$ cat src/cpusr_pkg.sv
// constants and rule summary for the cpu status word block
// Contract
// status word is 16 bits; bits 15..9 read zero and ignore writes
// all other status bits read and write, except repeat flag and locked priority
// half carry at bit 8: carry out of bit 3 (byte) or bit 7 (word)
// bits 7..5 hold priority level low bits, 000..111 meaning levels 0..7
// priority low bits 111 mean level 7 with user interrupts disabled
// effective level joins top bit from core control bit 3 above low bits
// top priority bit set blocks all user interrupts whatever the low bits
// nesting disable set makes priority low bits read-only to software
// bit 4 repeat active flag follows loop hardware, software cannot write it
// bit 3 negative flag set on negative result, cleared otherwise
// bit 2 overflow flag set on signed overflow, cleared otherwise
// bit 1 zero flag set on zero result, cleared otherwise
// bit 0 carry flag set on carry out of the top result bit
// exception entry pushes program counter top byte joined above status low byte
// for subtraction carry and half carry act as not-borrow indicators
// byte operations take flags from the low result byte only
// every implemented status bit clears on reset
// alu flag update beats a same-cycle software write to that bit
package cpusr_pkg;
   // bus map, byte addresses of 32-bit words
   localparam logic [7:0]  CPUSR_ADR_STATUS   = 8'h00;
   localparam logic [7:0]  CPUSR_ADR_CORECTL  = 8'h04;
   localparam logic [7:0]  CPUSR_ADR_INTCTL1  = 8'h08;
   localparam logic [7:0]  CPUSR_ADR_LEVEL    = 8'h0C;
   // status word and control register field positions
   localparam int          CPUSR_B_CARRY      = 0;
   localparam int          CPUSR_B_ZERO       = 1;
   localparam int          CPUSR_B_OVF        = 2;
   localparam int          CPUSR_B_NEG        = 3;
   localparam int          CPUSR_B_REPEAT     = 4;
   localparam int          CPUSR_B_PRIO_LO    = 5;
   localparam int          CPUSR_B_HALF_CARRY = 8;
   localparam int          CPUSR_B_TOP_PRIO   = 3;
   localparam int          CPUSR_B_NEST_DIS   = 15;
   // flag update mask positions
   localparam int          CPUSR_M_CARRY      = 0;
   localparam int          CPUSR_M_ZERO       = 1;
   localparam int          CPUSR_M_OVF        = 2;
   localparam int          CPUSR_M_NEG        = 3;
   localparam int          CPUSR_M_HALF       = 4;
   // widths, priority limit and reset values
   localparam int          CPUSR_WORD_W       = 16;
   localparam logic [2:0]  CPUSR_PRIO_MAX     = 3'h7;
   localparam logic [2:0]  CPUSR_PRIO_RST     = 3'h0;
   localparam logic        CPUSR_FLAG_RST     = 1'h0;
   localparam logic [15:0] CPUSR_STACK_RST    = 16'h0000;
endpackage

$ cat src/cpusr_alu_flags.sv
// alu adder with status flag generation for byte and word modes
`timescale 1ns/1ps
module cpusr_alu_flags
   import cpusr_pkg::*;
(
   input  wire logic [15:0] operand_a,
   input  wire logic [15:0] operand_b,
   input  wire logic        carry_in,
   input  wire logic        subtract,
   input  wire logic        byte_mode,
   output logic      [15:0] result,
   output logic             flag_neg,
   output logic             flag_ovf,
   output logic             flag_zero,
   output logic             flag_carry,
   output logic             flag_half
);
   // add two masked operands with carry, one bit wider than the data
   function automatic logic [16:0] add17(input logic [15:0] a, input logic [15:0] b,
                                         input logic cin);
      add17 = {1'b0, a} + {1'b0, b} + {16'h0000, cin};
   endfunction

   logic [15:0] b_eff;
   logic [16:0] sum_word;
   logic [16:0] sum_byte;
   logic [16:0] sum_nib;
   logic        sign_a;
   logic        sign_b;
   logic        sign_r;

   // subtraction adds the inverted operand, so carry out means no borrow
   assign b_eff    = subtract ? ~operand_b : operand_b;
   assign sum_word = add17(operand_a, b_eff, carry_in);
   assign sum_byte = add17({8'h00, operand_a[7:0]}, {8'h00, b_eff[7:0]}, carry_in);
   assign sum_nib  = add17({12'h000, operand_a[3:0]}, {12'h000, b_eff[3:0]}, carry_in);
   assign result   = sum_word[15:0];

   // flag selection by data size, byte mode looks only at the low byte
   always_comb
   begin
      sign_a    = byte_mode ? operand_a[7] : operand_a[15];
      sign_b    = byte_mode ? b_eff[7] : b_eff[15];
      sign_r    = byte_mode ? sum_word[7] : sum_word[15];
      flag_neg  = sign_r;
      flag_ovf  = (sign_a == sign_b) && (sign_r != sign_a);
      flag_zero = byte_mode ? (sum_word[7:0] == 8'h00) : (sum_word[15:0] == 16'h0000);
      flag_carry = byte_mode ? sum_byte[8] : sum_word[16];
      flag_half = byte_mode ? sum_nib[4] : sum_byte[8];
   end

endmodule

$ cat src/cpusr_status.sv
// cpu status word with wishbone access, alu flag updates and exception stacking
//
// The Wishbone interface to the registers and the register offsets were decided locally.
`timescale 1ns/1ps
module cpusr_status
   import cpusr_pkg::*;
(
   input  wire logic        SYS_CLK,
   input  wire logic        RST_N,
   input  wire logic        CYC_I,
   input  wire logic        STB_I,
   input  wire logic        WE_I,
   input  wire logic [7:0]  ADR_I,
   input  wire logic [3:0]  SEL_I,
   input  wire logic [31:0] DAT_I,
   output logic      [31:0] DAT_O,
   output logic             ACK_O,
   input  wire logic        ALU_UPDATE,
   input  wire logic [4:0]  ALU_FLAG_MASK,
   input  wire logic        ALU_SUBTRACT,
   input  wire logic        ALU_USE_CARRY,
   input  wire logic        ALU_BYTE_MODE,
   input  wire logic [15:0] ALU_OPERAND_A,
   input  wire logic [15:0] ALU_OPERAND_B,
   output logic      [15:0] ALU_RESULT,
   input  wire logic        REPEAT_ACTIVE,
   input  wire logic        EXC_ENTRY,
   input  wire logic [7:0]  PC_TOP_BYTE,
   input  wire logic [3:0]  EXC_PRIORITY,
   output logic      [15:0] STACK_WORD,
   output logic             STACK_WORD_VALID,
   output logic      [15:0] STATUS_WORD,
   output logic      [3:0]  PRIORITY_LEVEL,
   output logic             USER_INT_DISABLE
);
   // status fields
   logic        carry_flag;
   logic        zero_flag;
   logic        signed_overflow_flag;
   logic        negative_flag;
   logic        repeat_active_flag;
   logic [2:0]  priority_level_low_bits;
   logic        half_carry_flag;
   logic        priority_level_top_bit;
   logic        nesting_disable_bit;
   // alu outputs
   logic [15:0] alu_sum;
   logic        alu_neg;
   logic        alu_ovf;
   logic        alu_zero;
   logic        alu_carry;
   logic        alu_half;
   logic        alu_cin;
   // bus decode
   logic        bus_req;
   logic        wr_now;
   logic        wr_status;
   logic        wr_lo;
   logic        wr_hi;
   logic [31:0] next_dat;

   // status word image, unimplemented upper bits tied low
   assign STATUS_WORD = {7'h00, half_carry_flag, priority_level_low_bits, repeat_active_flag,
                         negative_flag, signed_overflow_flag, zero_flag, carry_flag};

   // effective level and user interrupt block
   assign PRIORITY_LEVEL   = {priority_level_top_bit, priority_level_low_bits};
   assign USER_INT_DISABLE = priority_level_top_bit
                             || (priority_level_low_bits == CPUSR_PRIO_MAX);

   // carry chain input: previous carry for extended ops, else 1 for subtract
   assign alu_cin = ALU_USE_CARRY ? carry_flag : ALU_SUBTRACT;

   cpusr_alu_flags u_alu (
      .operand_a  (ALU_OPERAND_A),
      .operand_b  (ALU_OPERAND_B),
      .carry_in   (alu_cin),
      .subtract   (ALU_SUBTRACT),
      .byte_mode  (ALU_BYTE_MODE),
      .result     (alu_sum),
      .flag_neg   (alu_neg),
      .flag_ovf   (alu_ovf),
      .flag_zero  (alu_zero),
      .flag_carry (alu_carry),
      .flag_half  (alu_half)
   );

   // bus decode: writes commit on the edge where ack is high
   assign bus_req   = CYC_I && STB_I;
   assign wr_now    = bus_req && WE_I && ACK_O;
   assign wr_status = wr_now && (ADR_I == CPUSR_ADR_STATUS);
   assign wr_lo     = wr_status && SEL_I[0];
   assign wr_hi     = wr_status && SEL_I[1];

   // single wait state acknowledge, dropped the cycle after it is given
   always_ff @(posedge SYS_CLK or negedge RST_N)
   begin
      if (!RST_N)
         ACK_O <= 1'b0;
      else
         ACK_O <= bus_req && !ACK_O;
   end

   // read multiplexer, unmapped addresses read zero
   always_comb
   begin
      unique case (ADR_I)
         CPUSR_ADR_STATUS:  next_dat = {16'h0000, STATUS_WORD};
         CPUSR_ADR_CORECTL: next_dat = {28'h0000000, priority_level_top_bit, 3'h0};
         CPUSR_ADR_INTCTL1: next_dat = {16'h0000, nesting_disable_bit, 15'h0000};
         CPUSR_ADR_LEVEL:   next_dat = {27'h0000000, USER_INT_DISABLE, PRIORITY_LEVEL};
         default:           next_dat = 32'h00000000;
      endcase
   end

   // read data register, loaded with the acknowledge
   always_ff @(posedge SYS_CLK or negedge RST_N)
   begin
      if (!RST_N)
         DAT_O <= 32'h00000000;
      else if (bus_req && !ACK_O && !WE_I)
         DAT_O <= next_dat;
      else if (!bus_req)
         DAT_O <= 32'h00000000;
   end

   // alu result register
   always_ff @(posedge SYS_CLK or negedge RST_N)
   begin
      if (!RST_N)
         ALU_RESULT <= 16'h0000;
      else if (ALU_UPDATE)
         ALU_RESULT <= alu_sum;
   end

   // arithmetic flags: alu update wins, else software lane write, else hold
   always_ff @(posedge SYS_CLK or negedge RST_N)
   begin
      if (!RST_N)
      begin
         carry_flag           <= CPUSR_FLAG_RST;
         zero_flag            <= CPUSR_FLAG_RST;
         signed_overflow_flag <= CPUSR_FLAG_RST;
         negative_flag        <= CPUSR_FLAG_RST;
         half_carry_flag      <= CPUSR_FLAG_RST;
      end
      else
      begin
         if (ALU_UPDATE && ALU_FLAG_MASK[CPUSR_M_CARRY])
            carry_flag <= alu_carry;
         else if (wr_lo)
            carry_flag <= DAT_I[CPUSR_B_CARRY];
         if (ALU_UPDATE && ALU_FLAG_MASK[CPUSR_M_ZERO])
            zero_flag <= alu_zero;
         else if (wr_lo)
            zero_flag <= DAT_I[CPUSR_B_ZERO];
         if (ALU_UPDATE && ALU_FLAG_MASK[CPUSR_M_OVF])
            signed_overflow_flag <= alu_ovf;
         else if (wr_lo)
            signed_overflow_flag <= DAT_I[CPUSR_B_OVF];
         if (ALU_UPDATE && ALU_FLAG_MASK[CPUSR_M_NEG])
            negative_flag <= alu_neg;
         else if (wr_lo)
            negative_flag <= DAT_I[CPUSR_B_NEG];
         if (ALU_UPDATE && ALU_FLAG_MASK[CPUSR_M_HALF])
            half_carry_flag <= alu_half;
         else if (wr_hi)
            half_carry_flag <= DAT_I[CPUSR_B_HALF_CARRY];
      end
   end

   // repeat flag tracks loop hardware only, software writes have no path
   always_ff @(posedge SYS_CLK or negedge RST_N)
   begin
      if (!RST_N)
         repeat_active_flag <= CPUSR_FLAG_RST;
      else
         repeat_active_flag <= REPEAT_ACTIVE;
   end

   // priority low bits: exception entry wins, software only when nesting enabled
   always_ff @(posedge SYS_CLK or negedge RST_N)
   begin
      if (!RST_N)
         priority_level_low_bits <= CPUSR_PRIO_RST;
      else if (EXC_ENTRY)
         priority_level_low_bits <= EXC_PRIORITY[2:0];
      else if (wr_lo && !nesting_disable_bit)
         priority_level_low_bits <= DAT_I[CPUSR_B_PRIO_LO +: 3];
   end

   // top priority bit: set by exception entry, software may only clear it
   always_ff @(posedge SYS_CLK or negedge RST_N)
   begin
      if (!RST_N)
         priority_level_top_bit <= CPUSR_FLAG_RST;
      else if (EXC_ENTRY)
         priority_level_top_bit <= EXC_PRIORITY[3];
      else if (wr_now && (ADR_I == CPUSR_ADR_CORECTL) && SEL_I[0]
               && !DAT_I[CPUSR_B_TOP_PRIO])
         priority_level_top_bit <= 1'b0;
   end

   // nesting disable control bit
   always_ff @(posedge SYS_CLK or negedge RST_N)
   begin
      if (!RST_N)
         nesting_disable_bit <= CPUSR_FLAG_RST;
      else if (wr_now && (ADR_I == CPUSR_ADR_INTCTL1) && SEL_I[1])
         nesting_disable_bit <= DAT_I[CPUSR_B_NEST_DIS];
   end

   // stacked word on exception entry, taken from the status before the level change
   always_ff @(posedge SYS_CLK or negedge RST_N)
   begin
      if (!RST_N)
      begin
         STACK_WORD       <= CPUSR_STACK_RST;
         STACK_WORD_VALID <= 1'b0;
      end
      else
      begin
         STACK_WORD_VALID <= EXC_ENTRY;
         if (EXC_ENTRY)
            STACK_WORD <= {PC_TOP_BYTE, STATUS_WORD[7:0]};
      end
   end

   // checks kept beside the logic
   a_upper_zero: assert property (@(posedge SYS_CLK) disable iff (!RST_N)
      (bus_req && !ACK_O && !WE_I && ADR_I == CPUSR_ADR_STATUS) |=> (DAT_O[31:9] == 23'h0))
      else $error("status read shows bits above 8");

   a_sw_writes_flags: assert property (@(posedge SYS_CLK) disable iff (!RST_N)
      (wr_lo && !ALU_UPDATE) |=> (STATUS_WORD[3:0] == $past(DAT_I[3:0])))
      else $error("software write to flags lost");

   a_nest_lock: assert property (@(posedge SYS_CLK) disable iff (!RST_N)
      (wr_lo && nesting_disable_bit && !EXC_ENTRY) |=> $stable(priority_level_low_bits))
      else $error("priority changed while nesting disabled");

   a_repeat_follows: assert property (@(posedge SYS_CLK) disable iff (!RST_N)
      REPEAT_ACTIVE ##1 REPEAT_ACTIVE |-> repeat_active_flag)
      else $error("repeat flag not following loop hardware");

   a_level_block: assert property (@(posedge SYS_CLK) disable iff (!RST_N)
      (PRIORITY_LEVEL[2:0] == 3'h7 || PRIORITY_LEVEL[3]) |-> USER_INT_DISABLE)
      else $error("user interrupts not blocked at high level");

   a_level_open: assert property (@(posedge SYS_CLK) disable iff (!RST_N)
      (!PRIORITY_LEVEL[3] && PRIORITY_LEVEL[2:0] != 3'h7) |-> !USER_INT_DISABLE)
      else $error("user interrupts blocked at low level");

   a_exc_level: assert property (@(posedge SYS_CLK) disable iff (!RST_N)
      EXC_ENTRY |=> (PRIORITY_LEVEL == $past(EXC_PRIORITY)))
      else $error("exception level not loaded");

   a_stack_word: assert property (@(posedge SYS_CLK) disable iff (!RST_N)
      EXC_ENTRY |=> STACK_WORD_VALID && (STACK_WORD[15:8] == $past(PC_TOP_BYTE))
      && (STACK_WORD[7:0] == $past(STATUS_WORD[7:0])))
      else $error("stacked word wrong");

   a_alu_wins: assert property (@(posedge SYS_CLK) disable iff (!RST_N)
      (wr_lo && ALU_UPDATE && ALU_FLAG_MASK[CPUSR_M_ZERO]) |=> (zero_flag == $past(alu_zero)))
      else $error("software write beat alu update");

   a_ack_pulse: assert property (@(posedge SYS_CLK) disable iff (!RST_N)
      ACK_O |=> !ACK_O)
      else $error("ack held two cycles");
endmodule

$ cat config.mk
export PLATFORM = sky130hd
export DESIGN_NAME = cpusr_status
export DESIGN_NICKNAME = d
export VERILOG_FILES = /design/src/cpusr_pkg.sv /design/src/cpusr_alu_flags.sv /design/src/cpusr_status.sv
export SDC_FILE = /design/constraint.sdc
export NUM_CORES = 1
export LEC_CHECK = 0
export ABC_AREA = 1
export BUFFER_PORTS_ARGS = -buffer_cell sky130_fd_sc_hd__buf_4
export CORE_ASPECT_RATIO = 1.1
export CORE_MARGIN = 2
export CORE_UTILIZATION = 51
export CTS_CLUSTER_DIAMETER = 50
export DETAILED_ROUTE_END_ITERATION = 6
export PLACE_DENSITY = 0.95
export SLEW_MARGIN = 30
export SYNTH_ARGS = -nofsm -noshare
export SYNTH_HDL_FRONTEND = slang
export SYNTH_SLANG_ARGS = --single-unit
$ cat constraint.sdc
create_clock -name SYS_CLK -period 6.9 [get_ports SYS_CLK]
set_input_delay 0 -clock SYS_CLK [delete_from_list [all_inputs] [get_ports SYS_CLK]]
set_output_delay 0 -clock SYS_CLK [all_outputs]
set_load 0.05 [all_outputs]
==> summary.txt, run 1 <==
Outcome
  – Outcome: finished, final reports clean

Clocking
  – Clk Latency, worst-skew pair: 0.30 ns
  – Setup Buffers After CTS: 0
  – CTS root buf: clkbuf_8
  – CTS tree: done
  – Clk buf depth: 2
  – H-Tree Depth: 2
  – Worst-path clk slew: 0.09 ns
  – Clock buffer count from CTS: 5
  – Clock sink count: 55

Final layout
  – Most frequent cells in the layout: nand2_1 (167), buf_4 (136), dfrtp_1 (55)
  – Layout cell share with drive strength beyond 1: 26.01%
  – Ant diodes: 0
  – Synth-to-Final Area Change: 31.71%
  – Layout net count: 789
  – Most common cell after layout, fill and taps aside: nand2_1
  – Fill cells: 597
  – Post-route cell area: 5140 sq um

Drt
  – Iteration-0 DRC Markers: 153
  – DR WL/cell: 13.87 microns
  – Via/cell ratio: 5.122
  – Drt total wl: 10490 microns
  – DRC: 0
  – Pre-Repair DR Iteration Count: 4
  – Vias: 3872
  – Final ANT Viol Nets: 0

Placed design
  – Post-DP Area: 4806 sq um
  – Gpl congestion: 0.9170
  – PortBufs: 136
  – Post-DP HPWL: 8323 microns

Setup path
  – Worst Path Required: 7.14 ns
  – Crit-path slowest cell: fa_1
  – Startpoint Class: register
  – Crit-path max FO: 3
  – Crit path buf inv count: 2
  – Crit. End Element: register
  – R2r setup slk: 4.23 ns
  – Crit path max-delay family: simple AND/OR/NAND/NOR gates
  – CP most frequent cell: nand2_1
  – Crit-path cells: inv_1 -> nand2_1 -> o21ai_0 -> fa_1 -> inv_1 -> fa_1 -> nor4b_1 -> nand2_1 -> nor2_1 -> nand3_1 -> nor2_1 -> nand2_1 -> nand2_1
  – Worst Path Arrival: 2.91 ns
  – WS Path Type: reg -> reg
  – Max incr delay on CP: 0.45 ns

Synthesis
  – Yosys warns: 0
  – Main area contributors after synthesis: dfrtp_1 (35%), nand2_1 (16%), buf_4 (7.7%), inv_1 (5.2%), ha_1 (4.8%)
  – Post-synthesis sequential area ratio: 35.27%
  – Cells after synthesis: 522
  – Mapped cell area: 3902 sq um
  – Largest area contributor in the synthesized netlist: dfrtp_1
  – Yosys cell types: 42
  – Yosys reg bits: 55
  – Syn avg cell area: 7.476 sq um
  – Post-synth top area share: 35.27%

Global route
  – Vias in the first global route: 3650
  – Global route overflow: 0
  – Initial antenna violation count: 0
  – All-Layer GR Usage: 24.39%
  – First-pass GRT wire length: 16220 microns
  – Largest net degree at the start of global routing: 56

Floorplan
  – Initial Util: 52.51%
  – Die width: 87.41 microns
  – Core area: 7432 sq um
  – Die area: 8369 sq um
  – Die H: 95.75 microns
  – FP Rows: 33
  – IO Pins: 191

Timing
  – Setup Viol. Count Final: 0
  – TNS Setup: 0 ns
  – Headroom to the max-slew limit: 51.39%
  – Final Hold Viols: 0
  – Worst slew pin tran: 0.7283 ns
  – Fmax: 0.3750 GHz
  – Final Cycle Share: 38.65%
  – RSZ-0062 raised after global routing: false
  – Min Tclk post-route: 2.667 ns
  – Slew Limit Fails: 0
  – Clk_skew: 0.008667 ns

Flow run
  – Max-cap violations: 0

Power
  – P per Cell Area: 220.8 nW/um^2
  – Maximum VDD drop: 82.74 uV
  – Leak: 2.827 nW

Hold path
  – Hold crit path type: in -> reg
==> cell usage after synthesis, drive strengths merged <==
library cell and instances:
a21o 1, a21oi 13, a22o 5, a31oi 5
a32o 2, buf 41, clkbuf 7, clkinv 1
conb 1, dfrtp 55, fa 2, ha 15
inv 57, mux2i 2, nand2 182, nand3 26
nand3b 2, nand4 4, nor2 29, nor3 6
nor4 3, nor4b 1, o211ai 3, o21ai 29
o21bai 1, o22ai 1, o31ai 3, or2 1
xnor2 6, xor2 18
==> metrics by stage <==
stage                     worst slack (ns)  hold WS, ns  utilization, %  power (mW)  cells
after floorplan                      4.384      -0.2956               -      0.7865    550
after global placement               4.429      0.07303           64.66      0.9211    725
after detailed placement             4.292      0.07561           64.66      0.9353    725
after CTS                            4.247     0.003812           69.16       1.136    756
after global routing                 3.952     0.004532           69.16       1.195    756
final                                4.233      0.01653           69.16       1.135    756
==> report_power, final <==
group	total [mW]	switching [mW]	internal [mW]
Combinational	0.554	0.380	0.174
Sequential	0.391	0.0288	0.362
Clock	0.190	0.0985	0.0914
==> logic make-up (layout without fill, tap and decap cells) <==
kind of cell,Yosys count,in the layout,share of synthesized area (%)
and+or+nand+nor,254,254,28.82
buffers and inverters,106,225,14.07
AOI/OAI and AO/OA,63,63,10.00
DFF,55,55,35.27
xor gates and xnor gates,24,24,5.386
adders and majority gates,17,17,5.835
muxes,2,2,0.5130
other,1,29,0.09609
==> flip-flops by register name, summed over array words and instances (netlist names) <==
register and flops:
ALU_RESULT 16, STACK_WORD 16, DAT_O 10, priority_level_low_bits 3, ACK_O 1, STACK_WORD_VALID 1
carry_flag 1, half_carry_flag 1, negative_flag 1, nesting_disable_bit 1, priority_level_top_bit 1, repeat_active_flag 1
signed_overflow_flag 1, zero_flag 1
==> cell type report <==
type | count | area (sq um) | share of cell area [%]
clock inverters | 1 | 7.507 | 0.1461
well taps | 87 | 108.9 | 2.118
flip-flops and latches | 55 | 1376 | 26.78
inverters | 58 | 217.7 | 4.236
clock buffers | 7 | 96.34 | 1.874
multi-input cells | 389 | 2082 | 40.51
repair buffers | 159 | 1251 | 24.34
==> per-layer routing <==
layer	part of all wire [%]	global-route usage, %	vias to the layer above
li1	-	-	1892
met1	39	27.85	1794
met2	51	45.08	162
met3	6.4	3.345	24
met4	3.0	10.51	0
met5	0	0	-
==> repair_timing <==
item,in CTS,in global routing
resized for setup,0,0
hold buffers,23,0
endpoints found under the hold margin,74,0
==> worst reg2reg max path: stages (launching register included) <==
cell and delay (ns):
dfrtp_1 0.40, inv_1 0.11, nand2_1 0.08, o21ai_0 0.12, fa_1 0.39, inv_1 0.12, fa_1 0.45, nor4b_1 0.37
nand2_1 0.10, nor2_1 0.11, nand3_1 0.07, nor2_1 0.14, nand2_1 0.08, nand2_1 0.05
==> path summary, 6_finish.rpt <==
check / depth (start not counted) / startpoint / to
max: 13 / carry_flag$_DFFE_PN0P_ / zero_flag$_DFFE_PN0P_
min: 2 / ALU_UPDATE / ALU_RESULT[13]$_DFFE_PN0P_
max reg2reg: 13 / carry_flag$_DFFE_PN0P_ / zero_flag$_DFFE_PN0P_
min reg2reg: 2 / STACK_WORD[10]$_DFFE_PN0P_ / STACK_WORD[10]$_DFFE_PN0P_
max in group asynchronous: 2 / RST_N / STACK_WORD[12]$_DFFE_PN0P_
min in group asynchronous: 2 / RST_N / DAT_O[7]$_DFFE_PN0P_
Note: power is estimated with default switching activity, not from simulation.
==> run 2: changes to the inputs <==
- CORE_UTILIZATION: 51 -> 42
- PLACE_DENSITY: 0.95 -> 0.86
- clock period: 6.9 -> 2.3 ns (I/O delays scaled with it)
==> run 2 against run 1 <==
The run now ends with negative setup slack left. Sequential cell count stayed put. Maximum frequency is 15% higher. Sequential share of layout area is 0.63 points lower. Core utilization is 10 points lower. Register-to-register slack worse by 4.3 ns. Critical path type unchanged. Die area is 20% higher. Routed wire length is 3.2% higher. Sequential power grew to 3.0 times the previous value. Combinational power grew to 3.1 times the previous value. Cell count is 4.6% higher. Final area is 2.4% higher. Setup slack worse by 4.3 ns.
==> summary.txt, run 2 (same netlist as run 1, synthesis figures left out) <==
Outcome
  – Outcome: finished, violations left
  – Failing checks: negative setup slack

Final layout
  – Layout net count: 798 (+1.1%)
  – Ant diodes: 0 (unchanged)
  – Layout cell share with drive strength beyond 1: 28.36% (+2.4 points)
  – Final Util: 58.72% (-10 points)
  – Most frequent cells in the layout: nand2_1 (166), buf_4 (144), dfrtp_1 (55)
  – Registers with the most flip-flops: ALU_RESULT x16, STACK_WORD x16, DAT_O x10
  – Synth-to-Final Area Change: 34.88%
  – Most common cell after layout, fill and taps aside: nand2_1
  – Fill cells: 777 (+30%)
  – FF/Latch Area: 1376 sq um (unchanged)
  – Area of the multi-input gates: 2117 sq um (+1.7%)
  – Post-route cell area: 5264 sq um (+2.4%)

Setup path
  – Crit-path slowest cell: dfrtp_1
  – Crit-path max FO: 3 (unchanged)
  – Max incr delay on CP: 0.41 ns (-0.04 ns)
  – Crit path depth: 15 (+2)
  – Crit path buf inv count: 3 (+1)
  – Worst reg2reg startpoint: carry_flag$_DFFE_PN0P_
  – WS Path Type: reg -> reg
  – Startpoint Class: register
  – CP most frequent cell: nand2_1
  – R2r setup slk: -0.03 ns (-4.26 ns)
  – Crit path max-delay family: simple AND/OR/NAND/NOR gates
  – Worst Path Required: 2.55 ns (-4.59 ns)
  – Crit-path cells: inv_2 -> nand2_1 -> o21ai_2 -> fa_2 -> inv_2 -> fa_2 -> buf_6 -> xor2_2 -> nor4b_2 -> nand2_1 -> nor2_1 -> nand3_1 -> nor2_1 -> nand2_1 -> nand2_1
  – Worst Path Arrival: 2.58 ns (-0.33 ns)
  – Reg2Reg Depth: 15 (+2)
  – Crit. End Element: register
  – Reg-to-reg endpoint: zero_flag$_DFFE_PN0P_

Clocking
  – CTS root buf: clkbuf_8
  – Clk Latency, worst-skew pair: 0.31 ns (about the same)
  – CTS tree: done
  – Clk buf depth: 2 (unchanged)
  – Clock sink count: 55 (unchanged)
  – Worst-path clk slew: 0.10 ns (about the same)
  – H-Tree Depth: 2 (unchanged)
  – Clock buffer count from CTS: 5 (unchanged)

Power
  – Internal: 1.888 mW (+200%)
  – P per Cell Area: 652.7 nW/um^2 (+200%)
  – Comb power frac: 50.4% (+1.6 points)
  – P_sw: 1.547 mW (+210%)
  – Switching portion of total power: 45.03% (+0.34 points)
  – Pwr Total: 3.436 mW (+200%)
  – Leak: 2.870 nW (+1.5%)
  – Maximum VDD drop: 242.8 uV (+190%)
  – Clock share of power: 15.5% (-1.2 points)
  – Sequential Power Share: 34.1% (-0.3 points)

Drt
  – DRC: 0 (unchanged)
  – Vias: 3924 (+1.3%)
  – DR WL/cell: 13.69 microns (-1.4%)
  – Via/cell ratio: 4.961 (-3.1%)
  – Iteration-0 DRC Markers: 218 (+42%)
  – Final ANT Viol Nets: 0 (unchanged)
  – Drt total wl: 10830 microns (+3.2%)
  – Pre-Repair DR Iteration Count: 5 (+1)

Timing
  – Final Cycle Share: 101.2% (+63 points)
  – Clk_skew: 0.01223 ns (+0.003559 ns)
  – Fmax: 0.4297 GHz (+15%)
  – Headroom to the max-slew limit: 52.67% (+1.3 points)
  – Final Hold Viols: 0 (unchanged)
  – Setup slack after layout: -0.02718 ns (-4.260 ns)
  – Setup Viol. Count Final: 1 (+1)
  – RSZ-0062 raised after global routing: true
  – Slew Limit Fails: 0 (unchanged)
  – Min Tclk post-route: 2.327 ns (-0.3396 ns)
  – Worst slew pin tran: 0.7092 ns (-0.01913 ns)
  – Hold Worst Slack: 0.01372 ns (-0.002803 ns)
  – TNS Setup: -0.02718 ns (-0.02718 ns)

Hold path
  – WHS Endpoint: signed_overflow_flag$_DFFE_PN0P_
  – Worst Hold Launch: ALU_FLAG_MASK[2]
  – Hold crit path type: in -> reg
  – Min-Delay Path Depth: 4 (+2)

Flow run
  – Max-cap violations: 0 (unchanged)

Placed design
  – Post-DP Area: 4882 sq um (+1.6%)
  – PortBufs: 136 (unchanged)
  – Post-DP HPWL: 8659 microns (+4.0%)
  – Gpl congestion: 0.8787 (-4.2%)

Floorplan
  – Initial Util: 43.54% (-9.0 points)
  – Core area: 8964 sq um (+21%)
  – Die H: 105.1 microns (+9.8%)
  – FP Rows: 36 (+9.1%)
  – Die area: 10080 sq um (+20%)
  – IO Pins: 191 (unchanged)
  – Die width: 95.91 microns (+9.7%)

Global route
  – Global route overflow: 0 (unchanged)
  – Vias in the first global route: 3737 (+2.4%)
  – All-Layer GR Usage: 20.99% (-3.4 points)
  – First-pass GRT wire length: 17080 microns (+5.4%)
  – Initial antenna violation count: 0 (unchanged)
  – Largest net degree at the start of global routing: 56 (unchanged)
## run 2: changes by cell type in the layout (fill, tap and decap cells not counted), moves of 2 or more
cell,change
inv_2,+2
fa_2,+2
fa_1,-2
buf_4,+8
inv_1,-2
## run 2: power groups by stage
stage	clock network [mW]	registers (mW)	logic (mW)
after global routing	0.580	1.19	1.86
after global placement	0	1.18	1.63
after floorplan	0	1.55	0.814
after detailed placement	0	1.19	1.65
after CTS	0.538	1.17	1.71
final	0.533	1.17	1.73
## run 2: worst reg2reg max path: stages (launching register included)
cell     delay, ns
dfrtp_1       0.41
inv_2         0.06
nand2_1       0.06
o21ai_2       0.06
fa_2          0.21
inv_2         0.04
fa_2          0.37
buf_6         0.14
xor2_2        0.17
nor4b_2       0.27
nand2_1       0.07
nor2_1        0.12
nand3_1       0.07
nor2_1        0.11
nand2_1       0.06
nand2_1       0.06
## run 2: final cells by class
type	instances	area share, %
Clock buffer	6	1.569
Clock inverter	1	0.09508
Inverter	58	4.136
Multi-Input combinational cell	389	40.22
Sequential cell	55	26.15
Tap cell	114	2.710
Timing Repair Buffer	168	25.12
## run 2: how the worst max path moves through the flow
stage / start / end / slack (ns)
floorplan: ALU_SUBTRACT / zero_flag$_DFFE_PN0P_ / 0.13
detailed placement: carry_flag$_DFFE_PN0P_ / zero_flag$_DFFE_PN0P_ / -0.05
global placement: carry_flag$_DFFE_PN0P_ / zero_flag$_DFFE_PN0P_ / 0.07
CTS: carry_flag$_DFFE_PN0P_ / zero_flag$_DFFE_PN0P_ / 0.009
global route: carry_flag$_DFFE_PN0P_ / zero_flag$_DFFE_PN0P_ / -0.13
finish: carry_flag$_DFFE_PN0P_ / zero_flag$_DFFE_PN0P_ / -0.03
## run 2: metrics by stage
step	std cells	worst slack (ns)
final	791	-0.02718
after floorplan	550	0.1278
after global placement	757	0.07070
after CTS	789	0.008559
after detailed placement	757	-0.05350
after global routing	791	-0.1344
## run 2: per-layer routing
metal / track usage (%) / vias to the layer above / wire length, microns
li1: - / 1913 / -
met1: 25.26 / 1774 / 4165
met2: 38.01 / 205 / 5514
met3: 2.740 / 32 / 818
met4: 6.327 / 0 / 326
met5: 0 / - / 0
## run 2: repair_timing
action,4_1_cts,5_1_grt
setup endpoints to repair,1,4
hold buffers,23,0
buffers inserted,2,2
resized for setup,6,5
hold endpoints to repair,74,0
pin swaps,2,6
==> run 3: changes to the inputs <==
==> constraint.sdc (replaced) <==
create_clock -name SYS_CLK -period 2.3 [get_ports SYS_CLK]
set_input_delay 0.46 -clock SYS_CLK [delete_from_list [all_inputs] [get_ports SYS_CLK]]
set_output_delay 0.46 -clock SYS_CLK [all_outputs]
set_load 0.05 [all_outputs]
==> run 3 against run 2 <==
The run still ends with negative setup slack left. Global-route usage decreased by 0.93 points. Via count fell by 0.28%. Routed wire length is 3.7% lower. Core utilization grew 2.5 points. Combinational power rose by 12%. Final area increased by 4.2%. Clock power decreased by 4.5%. Worst hold slack better by 0.16 ns. Critical path type unchanged. Largest power group unchanged.
==> summary.txt, run 3 (same netlist as run 1, synthesis figures left out) <==
Placed design
  – PortBufs: 136 (unchanged)
  – Post-DP Area: 5288 sq um (+8.3%)
  – Post-DP HPWL: 8644 microns (-0.17%)
  – Gpl congestion: 0.8471 (-3.6%)
  – Setup Slack @ Placement: -0.3152 ns (-0.2617 ns)

Final layout
  – Registers with the most flip-flops: ALU_RESULT x16, STACK_WORD x16, DAT_O x10
  – Most frequent cells in the layout: buf_4 (191), nand2_1 (159), dfrtp_1 (55)
  – Post-route cell area: 5487 sq um (+4.2%)
  – Ant diodes: 0 (unchanged)
  – Most common cell after layout, fill and taps aside: buf_4
  – Synth-to-Final Area Change: 40.59%
  – Layout net count: 822 (+3.0%)
  – Layout cell share with drive strength beyond 1: 36.61% (+8.2 points)

Floorplan
  – Core area: 8964 sq um (unchanged)
  – Die width: 95.91 microns (unchanged)
  – FP Rows: 36 (unchanged)
  – Initial Util: 43.54% (unchanged)
  – Die area: 10080 sq um (unchanged)
  – Die H: 105.1 microns (unchanged)
  – IO Pins: 191 (unchanged)

Timing
  – Min Tclk post-route: 2.351 ns (+0.02421 ns)
  – Clk_skew: 0.009288 ns (-0.002939 ns)
  – Setup Viol. Count Final: 2 (+1)
  – Setup slack after layout: -0.05139 ns (-0.02421 ns)
  – Final Cycle Share: 102.2% (+1.1 points)
  – Slew Limit Fails: 0 (unchanged)
  – Final Hold Viols: 0 (unchanged)
  – RSZ-0062 raised after global routing: true
  – Fmax: 0.4253 GHz (-1.0%)
  – Headroom to the max-slew limit: 51.05% (-1.6 points)
  – Worst slew pin tran: 0.7335 ns (+0.02427 ns)

Setup path
  – CP most frequent cell: nand2_1
  – Max incr delay on CP: 0.41 ns (about the same)
  – Crit. End Element: register
  – Worst Path Arrival: 2.55 ns (-0.03 ns)
  – Crit-path max FO: 4 (+1)
  – Crit path buf inv count: 2 (-1)
  – Worst Path Required: 2.50 ns (-0.05 ns)
  – Crit path max-delay family: simple AND/OR/NAND/NOR gates
  – Startpoint Class: register
  – WS Path Type: reg -> reg
  – Crit path depth: 20 (+5)
  – Reg2Reg Depth: 20 (+5)
  – Crit-path cells: inv_2 -> nand2_2 -> o21ai_2 -> fa_2 -> inv_2 -> fa_2 -> nand3_2 -> nand3_4 -> nand2_4 -> nand2_4 -> nand2_4 -> nand2_1 -> nand2_1 -> nand2_1 -> nand2_1 -> nor2_1 -> nand2_1 -> nand2_1 -> nand2_1 -> nand2_1
  – Crit-path slowest cell: fa_2

Global route
  – All-Layer GR Usage: 20.06% (-0.93 points)
  – Vias in the first global route: 3672 (-1.7%)
  – Global route overflow: 0 (unchanged)
  – Initial antenna violation count: 0 (unchanged)
  – Largest net degree at the start of global routing: 56 (unchanged)
  – First-pass GRT wire length: 16320 microns (-4.5%)

Drt
  – Drt total wl: 10430 microns (-3.7%)
  – Final ANT Viol Nets: 0 (unchanged)
  – Vias: 3913 (-0.28%)
  – Iteration-0 DRC Markers: 114 (-48%)
  – Via/cell ratio: 4.795 (-3.3%)
  – DRC: 0 (unchanged)
  – Pre-Repair DR Iteration Count: 4 (-1)
  – DR WL/cell: 12.78 microns (-6.6%)

Power
  – P per Cell Area: 658.5 nW/um^2 (+0.89%)
  – Maximum VDD drop: 244.1 uV (+0.56%)
  – Leak: 3.032 nW (+5.6%)
  – Pwr Total: 3.613 mW (+5.2%)

Hold path
  – Hold crit path type: in -> async

Clocking
  – Clock sink count: 55 (unchanged)
  – Clock buffer count from CTS: 5 (unchanged)
  – Clk Latency, worst-skew pair: 0.31 ns (about the same)
  – Clk buf depth: 2 (unchanged)
  – CTS tree: done
  – H-Tree Depth: 2 (unchanged)
  – Worst-path clk slew: 0.09 ns (about the same)
  – CTS root buf: clkbuf_8

Outcome
  – Outcome: finished, violations left
  – Failing checks: negative setup slack

Flow run
  – Max-cap violations: 0 (unchanged)
[run 3: power breakdown]
| part | leakage, nW | switching, mW | internal, mW | total (mW) |
|---|---|---|---|---|
| Combinational | 2.30 | 1.21 | 0.719 | 1.93 |
| Sequential | 0.688 | 0.0873 | 1.09 | 1.17 |
| Clock | 0.0412 | 0.296 | 0.213 | 0.509 |
| Total | 3.03 | 1.59 | 2.02 | 3.61 |
[run 3: repair_timing]
item                                    CTS  global route
buffers inserted                          0             3
endpoints found under the setup margin    2             9
hold buffers                              0             0
hold endpoints to repair                  0             0
pin swaps                                 1            13
resized for setup                         1            23
[run 3: area by class of cell]
type | instances | area [sq um]
Multi-Input combinational cell | 389 | 2220
Sequential cell | 55 | 1376
Inverter | 58 | 217.7
Clock buffer | 6 | 72.57
Fill cell | 763 | 3477
Clock inverter | 2 | 12.51
Timing Repair Buffer | 192 | 1445
Tap cell | 114 | 142.6
[run 3: path summary, 6_finish.rpt]
kind	from	slack (ns)	to
worst min-delay path	RST_N	0.17	DAT_O[2]$_DFFE_PN0P_
max in group asynchronous	RST_N	1.68	STACK_WORD[9]$_DFFE_PN0P_
min in group SYS_CLK	REPEAT_ACTIVE	0.27	repeat_active_flag$_DFF_PN0_
worst max register to register	carry_flag$_DFFE_PN0P_	-0.05	zero_flag$_DFFE_PN0P_
worst min register to register	STACK_WORD[8]$_DFFE_PN0P_	0.48	STACK_WORD[8]$_DFFE_PN0P_
worst max-delay path	carry_flag$_DFFE_PN0P_	-0.05	zero_flag$_DFFE_PN0P_
[run 3: per-layer routing]
metal | up-vias | part of all wire, % | wire, microns | GRT usage [%]
met5 | - | 0 | 0 | 0
met3 | 22 | 7.0 | 732 | 2.884
met1 | 1786 | 39 | 4097 | 23.92
li1 | 1948 | - | - | -
met4 | 0 | 3.0 | 308 | 7.347
met2 | 157 | 51 | 5292 | 35.76
[run 3: metrics by stage]
step | hold slack (ns) | util, % | cells | setup TNS, ns
2_1_floorplan | 0.1644 | - | 550 | -0.2076
3_3_place_gp | 0.4544 | 58.99 | 805 | -1.367
3_5_place_dp | 0.4602 | 58.99 | 805 | -2.527
4_1_cts | 0.1928 | 59.94 | 813 | 0
5_1_grt | 0.2277 | 61.21 | 816 | -0.7414
6_report | 0.1692 | 61.21 | 816 | -0.09338
